$ cat src/uv_stall_pkg.sv
// Constants shared by the under-voltage and blocked-rotor monitor
package uv_stall_pkg;

    // Register byte offsets
    localparam logic [7:0] CTRL_OFFSET     = 8'h00;
    localparam logic [7:0] LIMITS_OFFSET   = 8'h04;
    localparam logic [7:0] STATUS1_OFFSET  = 8'h08;
    localparam logic [7:0] STATUS4_OFFSET  = 8'h0C;

    // Control register fields
    localparam int CTRL_MOTOR_EN_BIT   = 0;
    localparam int CTRL_ENH_BIT        = 1;
    localparam int CTRL_L1_IRQ_BIT     = 2;
    localparam int CTRL_L2_IRQ_BIT     = 3;
    localparam int CTRL_L2_MASK_BIT    = 4;
    localparam int CTRL_L3_IRQ_BIT     = 5;
    localparam int CTRL_L3_MASK_BIT    = 6;
    localparam int CTRL_WIDTH          = 7;
    localparam logic [6:0] CTRL_RESET  = 7'h00;

    // Limits register fields
    localparam int LIM_UV_INDEX_LSB    = 0;
    localparam int LIM_STALL_THR_LSB   = 8;
    localparam int LIM_TIMEOUT_LSB     = 16;
    localparam int LIM_SPEED_LSB       = 24;
    localparam logic [31:0] LIMITS_RESET = 32'h0000_0000;

    // Status 1 fields
    localparam int ST1_STALL_BIT       = 0;
    localparam int ST1_UV1_BIT         = 1;
    localparam int ST1_UV2_BIT         = 2;
    localparam int ST1_UV3_BIT         = 3;
    localparam int ST1_LOST_BIT        = 4;
    localparam int ST1_LOCK_BIT        = 5;

    // Status 4 fields
    localparam int ST4_CODE_LSB        = 0;
    localparam int ST4_SIGN_BIT        = 5;
    localparam int ST4_COIL_BIT        = 6;
    localparam int ST4_READY_BIT       = 7;
    localparam int ST4_LOST_LSB        = 8;

    // Counts
    localparam logic [6:0] LOST_MAX        = 7'h7F;
    localparam int         TICKS_PER_UNIT  = 4;
    localparam logic [1:0] STALL_RUNS      = 2'h2;

endpackage : uv_stall_pkg

$ cat src/sync2.sv
// Two-flop synchroniser for a group of asynchronous levels
`timescale 1ns/100ps
module sync2 #(
    parameter int W = 1
) (
    // Clock and reset
    input  wire logic         core_clk_i,
    input  wire logic         arst_n_i,
    input  wire logic         ce_i,
    // Data
    input  wire logic [W-1:0] d_i,
    output logic      [W-1:0] q_o
);

    logic [W-1:0] meta_reg;

    always_ff @(posedge core_clk_i or negedge arst_n_i)
    begin
        if (!arst_n_i)
        begin
            meta_reg <= '0;
            q_o      <= '0;
        end
        else if (ce_i)
        begin
            meta_reg <= d_i;
            q_o      <= meta_reg;
        end
    end

endmodule : sync2

$ cat src/undervoltage_and_stall_monitor.sv
// Under-voltage reaction, lost-step counting and back-EMF blocked-rotor detection
//
// Chosen here: the placing of the registers and the address-and-strobe port.
`timescale 1ns/100ps
module undervoltage_and_stall_monitor (
    // Clock, reset, enable
    input  wire logic        core_clk_i,
    input  wire logic        arst_n_i,
    input  wire logic        ce_i,
    // Register port
    input  wire logic [7:0]  addr_i,
    input  wire logic [31:0] wdata_i,
    input  wire logic        wr_i,
    input  wire logic        rd_i,
    output logic      [31:0] rdata_o,
    // Supply comparators, asynchronous
    input  wire logic        level1_supply_low_i,
    input  wire logic        level2_supply_low_i,
    input  wire logic        level3_supply_low_i,
    output logic      [3:0]  undervolt_threshold_index_o,
    // Step and direction pins, asynchronous
    input  wire logic        step_pulse_i,
    input  wire logic        direction_i,
    output logic             step_exec_o,
    output logic             stall_back_step_o,
    // Motion state from translator logic
    input  wire logic        run_mode_i,
    input  wire logic        hold_full_step_i,
    input  wire logic [3:0]  hold_current_setting_i,
    input  wire logic [7:0]  measured_speed_i,
    // Back-EMF sampling front end
    input  wire logic        pwm_tick_i,
    input  wire logic        zero_cross_i,
    input  wire logic        sample_valid_i,
    input  wire logic [4:0]  sample_code_i,
    input  wire logic        sample_sign_i,
    input  wire logic        sample_coil_i,
    input  wire logic        other_coil_pwm_on_i,
    // Bridge and error line
    output logic             motor_enable_o,
    output logic             error_line_n_o,
    output logic             error_line_oe_o
);

    ////////////////////////////////////////////////////////////////////////////////
    // Synchronised pins

    logic [4:0] pins_sync;
    logic       uv1_live;
    logic       uv2_live;
    logic       uv3_live;
    logic       step_sync;
    logic       dir_sync;
    logic       step_d_reg;
    logic       dir_d_reg;
    logic       step_edge;
    logic       dir_change;

    sync2 #(.W(5)) u_pin_sync (
        .core_clk_i (core_clk_i),
        .arst_n_i   (arst_n_i),
        .ce_i       (ce_i),
        .d_i        ({direction_i, step_pulse_i, level3_supply_low_i,
                      level2_supply_low_i, level1_supply_low_i}),
        .q_o        (pins_sync)
    );

    assign uv1_live  = pins_sync[0];
    assign uv2_live  = pins_sync[1];
    assign uv3_live  = pins_sync[2];
    assign step_sync = pins_sync[3];
    assign dir_sync  = pins_sync[4];

    always_ff @(posedge core_clk_i or negedge arst_n_i)
    begin
        if (!arst_n_i)
        begin
            step_d_reg <= 1'b0;
            dir_d_reg  <= 1'b0;
        end
        else if (ce_i)
        begin
            step_d_reg <= step_sync;
            dir_d_reg  <= dir_sync;
        end
    end

    assign step_edge  = step_sync & ~step_d_reg;
    assign dir_change = dir_sync ^ dir_d_reg;

    ////////////////////////////////////////////////////////////////////////////////
    // Register decode

    logic [6:0]  ctrl_reg;
    logic [31:0] limits_reg;
    logic        wr_ctrl;
    logic        wr_limits;
    logic        rd_st1;
    logic        rd_st4;
    logic [3:0]  stall_thr;
    logic [7:0]  timeout;
    logic [7:0]  speed_limit;
    logic        enhanced;

    assign wr_ctrl   = wr_i & (addr_i == uv_stall_pkg::CTRL_OFFSET);
    assign wr_limits = wr_i & (addr_i == uv_stall_pkg::LIMITS_OFFSET);
    assign rd_st1    = rd_i & (addr_i == uv_stall_pkg::STATUS1_OFFSET);
    assign rd_st4    = rd_i & (addr_i == uv_stall_pkg::STATUS4_OFFSET);

    assign stall_thr   = limits_reg[uv_stall_pkg::LIM_STALL_THR_LSB +: 4];
    assign timeout     = limits_reg[uv_stall_pkg::LIM_TIMEOUT_LSB +: 8];
    assign speed_limit = limits_reg[uv_stall_pkg::LIM_SPEED_LSB +: 8];
    assign enhanced    = ctrl_reg[uv_stall_pkg::CTRL_ENH_BIT];
    assign undervolt_threshold_index_o = limits_reg[uv_stall_pkg::LIM_UV_INDEX_LSB +: 4];

    ////////////////////////////////////////////////////////////////////////////////
    // Under-voltage flags and motor enable

    logic uv1_flag_reg;
    logic uv2_flag_reg;
    logic uv3_flag_reg;
    logic motor_en_reg;

    always_ff @(posedge core_clk_i or negedge arst_n_i)
    begin
        if (!arst_n_i)
        begin
            uv1_flag_reg <= 1'b0;
            uv2_flag_reg <= 1'b0;
            uv3_flag_reg <= 1'b0;
        end
        else if (ce_i)
        begin
            // Sticky; a read clears only once the level has recovered
            uv1_flag_reg <= uv1_live | (uv1_flag_reg & ~rd_st1);
            uv2_flag_reg <= uv2_live | (uv2_flag_reg & ~rd_st1);
            uv3_flag_reg <= uv3_live | (uv3_flag_reg & ~rd_st1);
        end
    end

    always_ff @(posedge core_clk_i or negedge arst_n_i)
    begin
        if (!arst_n_i)
            ctrl_reg <= uv_stall_pkg::CTRL_RESET;
        else if (ce_i && wr_ctrl)
            ctrl_reg <= wdata_i[uv_stall_pkg::CTRL_WIDTH-1:0];
    end

    always_ff @(posedge core_clk_i or negedge arst_n_i)
    begin
        if (!arst_n_i)
            motor_en_reg <= 1'b0;
        else if (ce_i)
        begin
            if (uv3_live || uv3_flag_reg)
                motor_en_reg <= 1'b0;
            else if (wr_ctrl)
                motor_en_reg <= wdata_i[uv_stall_pkg::CTRL_MOTOR_EN_BIT];
        end
    end

    assign motor_enable_o = motor_en_reg;

    always_ff @(posedge core_clk_i or negedge arst_n_i)
    begin
        if (!arst_n_i)
            limits_reg <= uv_stall_pkg::LIMITS_RESET;
        else if (ce_i && wr_limits)
            limits_reg <= wdata_i;
    end

    ////////////////////////////////////////////////////////////////////////////////
    // Step masking and lost-step counter

    logic       masking;
    logic       lost_flag_reg;
    logic [6:0] lost_count_reg;
    logic       step_lock_reg;
    logic       stall_flag_reg;

    assign masking = (uv2_live & ctrl_reg[uv_stall_pkg::CTRL_L2_MASK_BIT])
                   | (uv3_live & ctrl_reg[uv_stall_pkg::CTRL_L3_MASK_BIT]);

    always_ff @(posedge core_clk_i or negedge arst_n_i)
    begin
        if (!arst_n_i)
            lost_flag_reg <= 1'b0;
        else if (ce_i)
            lost_flag_reg <= (step_edge & masking) | (lost_flag_reg & ~rd_st1);
    end

    always_ff @(posedge core_clk_i or negedge arst_n_i)
    begin
        if (!arst_n_i)
            lost_count_reg <= 7'h00;
        else if (ce_i)
        begin
            // Only masked step edges and status-4 reads move the count; direction never does
            if (step_edge && masking)
            begin
                if (rd_st4)
                    lost_count_reg <= 7'h01;
                else if (lost_count_reg != uv_stall_pkg::LOST_MAX)
                    lost_count_reg <= lost_count_reg + 7'h01;
            end
            else if (rd_st4)
                lost_count_reg <= 7'h00;
        end
    end

    always_ff @(posedge core_clk_i or negedge arst_n_i)
    begin
        if (!arst_n_i)
            step_exec_o <= 1'b0;
        else if (ce_i)
            step_exec_o <= step_edge & ~masking & ~step_lock_reg & ~stall_flag_reg;
    end

    ////////////////////////////////////////////////////////////////////////////////
    // Zero-crossing phase and timeout

    logic       zc_d_reg;
    logic [9:0] tick_cnt_reg;
    logic       timed_out_reg;
    logic       timeout_hit;
    logic       phase_end;
    logic       meas_en;
    logic       accept;

    assign meas_en     = measured_speed_i <= speed_limit;
    assign timeout_hit = zero_cross_i & ~timed_out_reg & (timeout != 8'h00)
                       & (tick_cnt_reg >= 10'(timeout * uv_stall_pkg::TICKS_PER_UNIT));
    assign phase_end   = (zc_d_reg & ~zero_cross_i & ~timed_out_reg) | timeout_hit;
    assign accept      = meas_en & zero_cross_i & ~timed_out_reg & sample_valid_i
                       & ~other_coil_pwm_on_i;

    always_ff @(posedge core_clk_i or negedge arst_n_i)
    begin
        if (!arst_n_i)
        begin
            zc_d_reg      <= 1'b0;
            tick_cnt_reg  <= 10'h000;
            timed_out_reg <= 1'b0;
        end
        else if (ce_i)
        begin
            zc_d_reg <= zero_cross_i;
            if (!zero_cross_i)
            begin
                tick_cnt_reg  <= 10'h000;
                timed_out_reg <= 1'b0;
            end
            else
            begin
                if (pwm_tick_i && tick_cnt_reg != 10'h3FF)
                    tick_cnt_reg <= tick_cnt_reg + 10'h001;
                if (timeout_hit)
                    timed_out_reg <= 1'b1;
            end
        end
    end

    ////////////////////////////////////////////////////////////////////////////////
    // Sample capture and publication

    logic       have_reg;
    logic [4:0] last_code_reg;
    logic       last_sign_reg;
    logic       last_coil_reg;
    logic [4:0] eval_code;
    logic       eval_sign;
    logic       eval_coil;
    logic       eval;
    logic [4:0] code_reg;
    logic       sign_reg;
    logic       coil_reg;
    logic       ready_reg;

    assign eval_code = accept ? sample_code_i : last_code_reg;
    assign eval_sign = accept ? sample_sign_i : last_sign_reg;
    assign eval_coil = accept ? sample_coil_i : last_coil_reg;
    assign eval      = phase_end & (have_reg | accept) & meas_en;

    always_ff @(posedge core_clk_i or negedge arst_n_i)
    begin
        if (!arst_n_i)
        begin
            have_reg      <= 1'b0;
            last_code_reg <= 5'h00;
            last_sign_reg <= 1'b0;
            last_coil_reg <= 1'b0;
        end
        else if (ce_i)
        begin
            have_reg <= accept & ~phase_end | have_reg & ~phase_end;
            if (accept)
            begin
                last_code_reg <= sample_code_i;
                last_sign_reg <= sample_sign_i;
                last_coil_reg <= sample_coil_i;
            end
        end
    end

    always_ff @(posedge core_clk_i or negedge arst_n_i)
    begin
        if (!arst_n_i)
        begin
            code_reg <= 5'h00;
            sign_reg <= 1'b0;
            coil_reg <= 1'b0;
        end
        else if (ce_i)
        begin
            if (enhanced && accept)
            begin
                code_reg <= sample_code_i;
                sign_reg <= sample_sign_i;
                coil_reg <= sample_coil_i;
            end
            else if (!enhanced && eval)
            begin
                code_reg <= eval_code;
                sign_reg <= eval_sign;
                coil_reg <= eval_coil;
            end
        end
    end

    always_ff @(posedge core_clk_i or negedge arst_n_i)
    begin
        if (!arst_n_i)
            ready_reg <= 1'b0;
        else if (ce_i)
            ready_reg <= (enhanced ? accept : eval) | (ready_reg & ~rd_st4);
    end

    ////////////////////////////////////////////////////////////////////////////////
    // Blocked-rotor and hold-motion detection

    logic       below;
    logic [1:0] low_cnt_reg;
    logic       run_hit;
    logic       hold_hit;

    assign below    = eval_code[4:1] < stall_thr;
    assign run_hit  = eval & run_mode_i & (stall_thr != 4'h0) & below
                    & (low_cnt_reg == 2'(uv_stall_pkg::STALL_RUNS - 2'h1));
    assign hold_hit = eval & ~run_mode_i & hold_full_step_i & ~below
                    & (hold_current_setting_i != 4'h0) & (stall_thr != 4'h0);

    always_ff @(posedge core_clk_i or negedge arst_n_i)
    begin
        if (!arst_n_i)
            low_cnt_reg <= 2'h0;
        else if (ce_i && eval)
        begin
            if (!run_mode_i || !below || run_hit)
                low_cnt_reg <= 2'h0;
            else
                low_cnt_reg <= low_cnt_reg + 2'h1;
        end
    end

    always_ff @(posedge core_clk_i or negedge arst_n_i)
    begin
        if (!arst_n_i)
            stall_flag_reg <= 1'b0;
        else if (ce_i)
            stall_flag_reg <= run_hit | hold_hit | (stall_flag_reg & ~rd_st1);
    end

    always_ff @(posedge core_clk_i or negedge arst_n_i)
    begin
        if (!arst_n_i)
            step_lock_reg <= 1'b0;
        else if (ce_i)
        begin
            if (rd_st1 && stall_flag_reg && !run_hit && !hold_hit)
                step_lock_reg <= 1'b1;
            else if (dir_change)
                step_lock_reg <= 1'b0;
        end
    end

    always_ff @(posedge core_clk_i or negedge arst_n_i)
    begin
        if (!arst_n_i)
            stall_back_step_o <= 1'b0;
        else if (ce_i)
            stall_back_step_o <= run_hit;
    end

    ////////////////////////////////////////////////////////////////////////////////
    // Error line and read data

    logic err_any;

    assign err_any = (uv1_flag_reg & ctrl_reg[uv_stall_pkg::CTRL_L1_IRQ_BIT])
                   | (uv2_flag_reg & ctrl_reg[uv_stall_pkg::CTRL_L2_IRQ_BIT])
                   | (uv3_flag_reg & ctrl_reg[uv_stall_pkg::CTRL_L3_IRQ_BIT])
                   | lost_flag_reg | stall_flag_reg;

    assign error_line_n_o = 1'b0;

    always_ff @(posedge core_clk_i or negedge arst_n_i)
    begin
        if (!arst_n_i)
            error_line_oe_o <= 1'b0;
        else if (ce_i)
            error_line_oe_o <= err_any;
    end

    always_ff @(posedge core_clk_i or negedge arst_n_i)
    begin
        if (!arst_n_i)
            rdata_o <= 32'h0000_0000;
        else if (ce_i)
        begin
            rdata_o <= 32'h0000_0000;
            if (rd_i && addr_i == uv_stall_pkg::CTRL_OFFSET)
                rdata_o <= {25'h0, ctrl_reg[6:1], motor_en_reg};
            else if (rd_i && addr_i == uv_stall_pkg::LIMITS_OFFSET)
                rdata_o <= limits_reg;
            else if (rd_st1)
                rdata_o <= {26'h0, step_lock_reg, lost_flag_reg, uv3_flag_reg,
                            uv2_flag_reg, uv1_flag_reg, stall_flag_reg};
            else if (rd_st4)
                rdata_o <= {17'h0, lost_count_reg, ready_reg, coil_reg, sign_reg, code_reg};
        end
    end
endmodule : undervoltage_and_stall_monitor

$ cat config.mk
export PLATFORM = sky130hd
export DESIGN_NAME = undervoltage_and_stall_monitor
export DESIGN_NICKNAME = d
export VERILOG_FILES = /design/src/uv_stall_pkg.sv /design/src/sync2.sv /design/src/undervoltage_and_stall_monitor.sv
export SDC_FILE = /design/constraint.sdc
export NUM_CORES = 1
export LEC_CHECK = 0
export BUFFER_PORTS_ARGS = -buffer_cell sky130_fd_sc_hd__buf_4
export CAP_MARGIN = 15
export CORE_UTILIZATION = 48
export CTS_BUF_LIST = sky130_fd_sc_hd__clkbuf_8
export DETAILED_ROUTE_END_ITERATION = 8
export PLACE_DENSITY = 0.73
export RECOVER_POWER = 50
export SETUP_SLACK_MARGIN = 0.3
export SLEW_MARGIN = 15
export SYNTH_ARGS = -nofsm -noshare
export SYNTH_HDL_FRONTEND = slang
export SYNTH_SLANG_ARGS = --single-unit
$ cat constraint.sdc
create_clock -name core_clk_i -period 4.48 [get_ports core_clk_i]
set_clock_uncertainty 0.05 [all_clocks]
set_input_delay 0.448 -clock core_clk_i [delete_from_list [all_inputs] [get_ports core_clk_i]]
set_output_delay 0.448 -clock core_clk_i [all_outputs]
set_load 0.01 [all_outputs]
==> out/metrics.cfg <==
[clock_tree]
cts_root_buf = clkbuf_8
worstSkewPairLatency_ns = 0.44
tritoncts = yes
cts_resized = 0
tritoncts.num_buffers = 17
max-clock-path-buffers = 2
clk_pin_slew_worst_paths_ns = 0.07
cts.repair_timing.setup_buffer_count = 0
cts_sinks = 129
cts_hold_buffers = 0
cts.htree.levels = 4

[synthesis]
most_frequent_cells_after_synthesis = dfrtp_1 (129), mux2_2 (68), inv_1 (53)
sequential_share_of_the_synthesized_area_pct = 51.3
postSynthCellCount = 576
synth-simple-area-share_pct = 11.9
synthesis.area_um2 = 6300
synth_most_common_cell = dfrtp_1
synth_net_count = 674
async_reset_ff_share_pct = 100
syn_avg_cell_area_um2 = 10.9
synth-adder-area-share_pct = 4.57
synthXorXnorAreaFrac_pct = 1.81
count_of_state_elements_after_synthesis = 129
synth-edff-count = 0
synth-compound-area-share_pct = 11.3
synth_top_family_by_area = multiplexers
synth_top_cell_by_area = dfrtp_1
synth_top_area_share_pct = 51.3
netlist_top_cells_area = dfrtp_1 (51%), mux2_2 (12%), ha_1 (4.6%)
muxShareOfSynthArea_pct = 13.7
ys_warn_count = 0
ys_dominant_reg_cell = dfrtp_1
post_synth_num_cell_types = 64

[routing]
drt.antenna.violating_nets = 0
drc = 0
drt_iter0_drc = 252
post_drt_via_cell_ratio = 5.44
aggregate_routed_wire_length_um = 14400
route.vias.total = 4727
wl_per_cell_um = 16.6
drt_pass1_iterations = 5

[timing]
rsz0062_at_grt = no
hold_violations = 0
timing.slew.headroom_pct = -125
period_utilization_pct = 86.2
fin_tns_setup_ns = 0
max_freq_ghz = 0.259
final_setup_violating_endpoints = 0
period_minus_slack_ns = 3.86
tightest_slew_ns = 3.37
slew_violations = 100
worst_slack_ns = 0.620

[cells_and_area]
antennaDiodeCount = 0
seqCellArea_um2 = 3230
share_of_cells_above_drive_strength_1_pct = 32.3
post_route_cell_area_um2 = 7640
fillerInstances = 1051
area_of_the_multi_input_gates_um2 = 2740
areaGrowthSynthToFinish_pct = 21.3
final_core_util_pct = 60.1
layout.cells.non_filler = 869
finish.net_count = 784

[worst_setup_path]
cp_data_arrival_time_ns = 4.15
crit_type = reg2reg
critical_path_peak_fanout = 11
cp-start-kind = flip-flop
end_kind = flip-flop
data_required_time_of_the_worst_path_ns = 4.77

[pwr]
power_density_nw_per_um2 = 341
static-leakage-power_nw = 3.60
worst_ir_drop_vdd_v = 0.000203

[grt]
global_route.usage.met3_pct = 6.33
grt_first_pass_wirelength_um = 23900
grt_pass1_vias = 4931
antenna_violations_before_repair = 0
grt.total_usage_pct = 23.3
gr-total-overflow = 0
busiest_layer = met2
grt_start_max_net_pins = 70
global_route.usage.met1_pct = 30.7
groute.layer.met2.usage_pct = 37.1

[placed_design]
dp_cells = 839
placed_cell_area_um2 = 7280
detailed_place_hpwl_um = 10300
preCtsSetupSlack_ns = 0.332
port_buffers = 114
gpl_congestion = 0.828

[run]
max_cap_violations = 2

[floorplanning]
core.rowCount = 41
boundaryPins = 116
start_util_pct = 49.5
die_h_um = 117
die_x_um = 117
core-area_um2 = 12700
die-area_um2 = 13600

[status]
status = complete, but fails checks
failed_checks = max-capacitance violations, max-slew violations

[hold_path]
holdCritPathClass = in2reg

[placed cells by master, fill, tap and decap left out, types with 3 or more instances in the layout]
cell / Yosys / final
nand3_1: 22 / 22
nand4_1: 5 / 5
a22o_1: 3 / 3
a31oi_1: 4 / 4
nand2_1: 49 / 49
a22oi_1: 10 / 10
o31ai_1: 3 / 3
xor2_1: 11 / 11
clkbuf_8: 0 / 21
ha_1: 23 / 23
inv_1: 53 / 56
nand2b_1: 3 / 3
clkbuf_1: 13 / 7
a221oi_1: 3 / 3
o21a_1: 6 / 6
mux2i_1: 8 / 8
mux2_2: 68 / 68
buf_4: 6 / 111
a21oi_1: 17 / 17
nor2b_1: 4 / 4
and3_1: 5 / 5
o2bb2ai_1: 6 / 6
dfrtp_1: 129 / 129
o21ai_0: 36 / 36
nor2_1: 27 / 27
clkinv_2: 0 / 4
o221ai_1: 3 / 3
nor4_1: 5 / 5
nor3b_1: 4 / 4
[worst max-delay path: stages, from the launching register on]
cell       delay [ns]
dfrtp_1          0.36
inv_1            0.05
ha_1             0.28
nor2b_1          0.14
o211ai_1         0.25
a211oi_2         0.17
nor3_4           0.26
buf_4            0.23
mux2_2           0.35
ha_1             0.19
a2111oi_1        0.37
o31a_2           0.22
a21oi_1          0.10
or3b_2           0.51
o31ai_1          0.22
[cell type report]
type	instances	share of cell area, %
clock buffers	21	3.78
repair buffers	119	11.5
flip-flops and latches	129	42.2
multi-input cells	366	35.8
well taps	172	2.82
inverters	53	2.60
clock inverters	9	1.20
[cell families (layout without fill, tap and decap cells)]
kind of cell | count (synthesis) | count (layout)
adder cells (fa/ha/maj) | 23 | 23
other | 1 | 1
AO/OA/AOI/OAI | 108 | 108
AND/OR/NAND/NOR | 144 | 144
XOR/XNOR | 13 | 13
buffers and inverters | 81 | 202
flip-flops | 129 | 129
multiplexers | 77 | 77
[final timing paths]
check / end / cells after the start / start / slack [ns]
min in group asynchronous: limits_reg[29] / 1 / arst_n_i / 1.08
max in group asynchronous: rdata_o[13] / 1 / arst_n_i / 1.40
max reg2reg: low_cnt_reg[1] / 14 / limits_reg[25] / 0.62
max: low_cnt_reg[1] / 14 / limits_reg[25] / 0.62
min: u_pin_sync.meta_reg[1] / 2 / level2_supply_low_i / 0.18
min reg2reg: rdata_o[3] / 1 / rdata_o[3] / 0.43
[metal layers]
layer	wire (um)	vias up	part of all wire (%)
li1	-	2236	-
met1	6480	2324	45
met2	6900	147	48
met3	852	20	5.9
met4	195	0	1.4
met5	0	-	0
[per-stage QoR]
step / total power, W / hold WS (ns)
floorplan: 0.00151 / 0.102
global placement: 0.00165 / 0.408
detailed placement: 0.00166 / 0.423
CTS: 0.00263 / 0.0506
global route: 0.00273 / 0.160
finish: 0.00260 / 0.184
[power breakdown]
part           switching (W)  total (W)  internal [W]
combinational       0.000159   0.000331      0.000173
sequential         0.0000626    0.00131       0.00125
clock               0.000424   0.000962      0.000537
total               0.000646    0.00260       0.00196
Power figures use the tool's default switching activity.
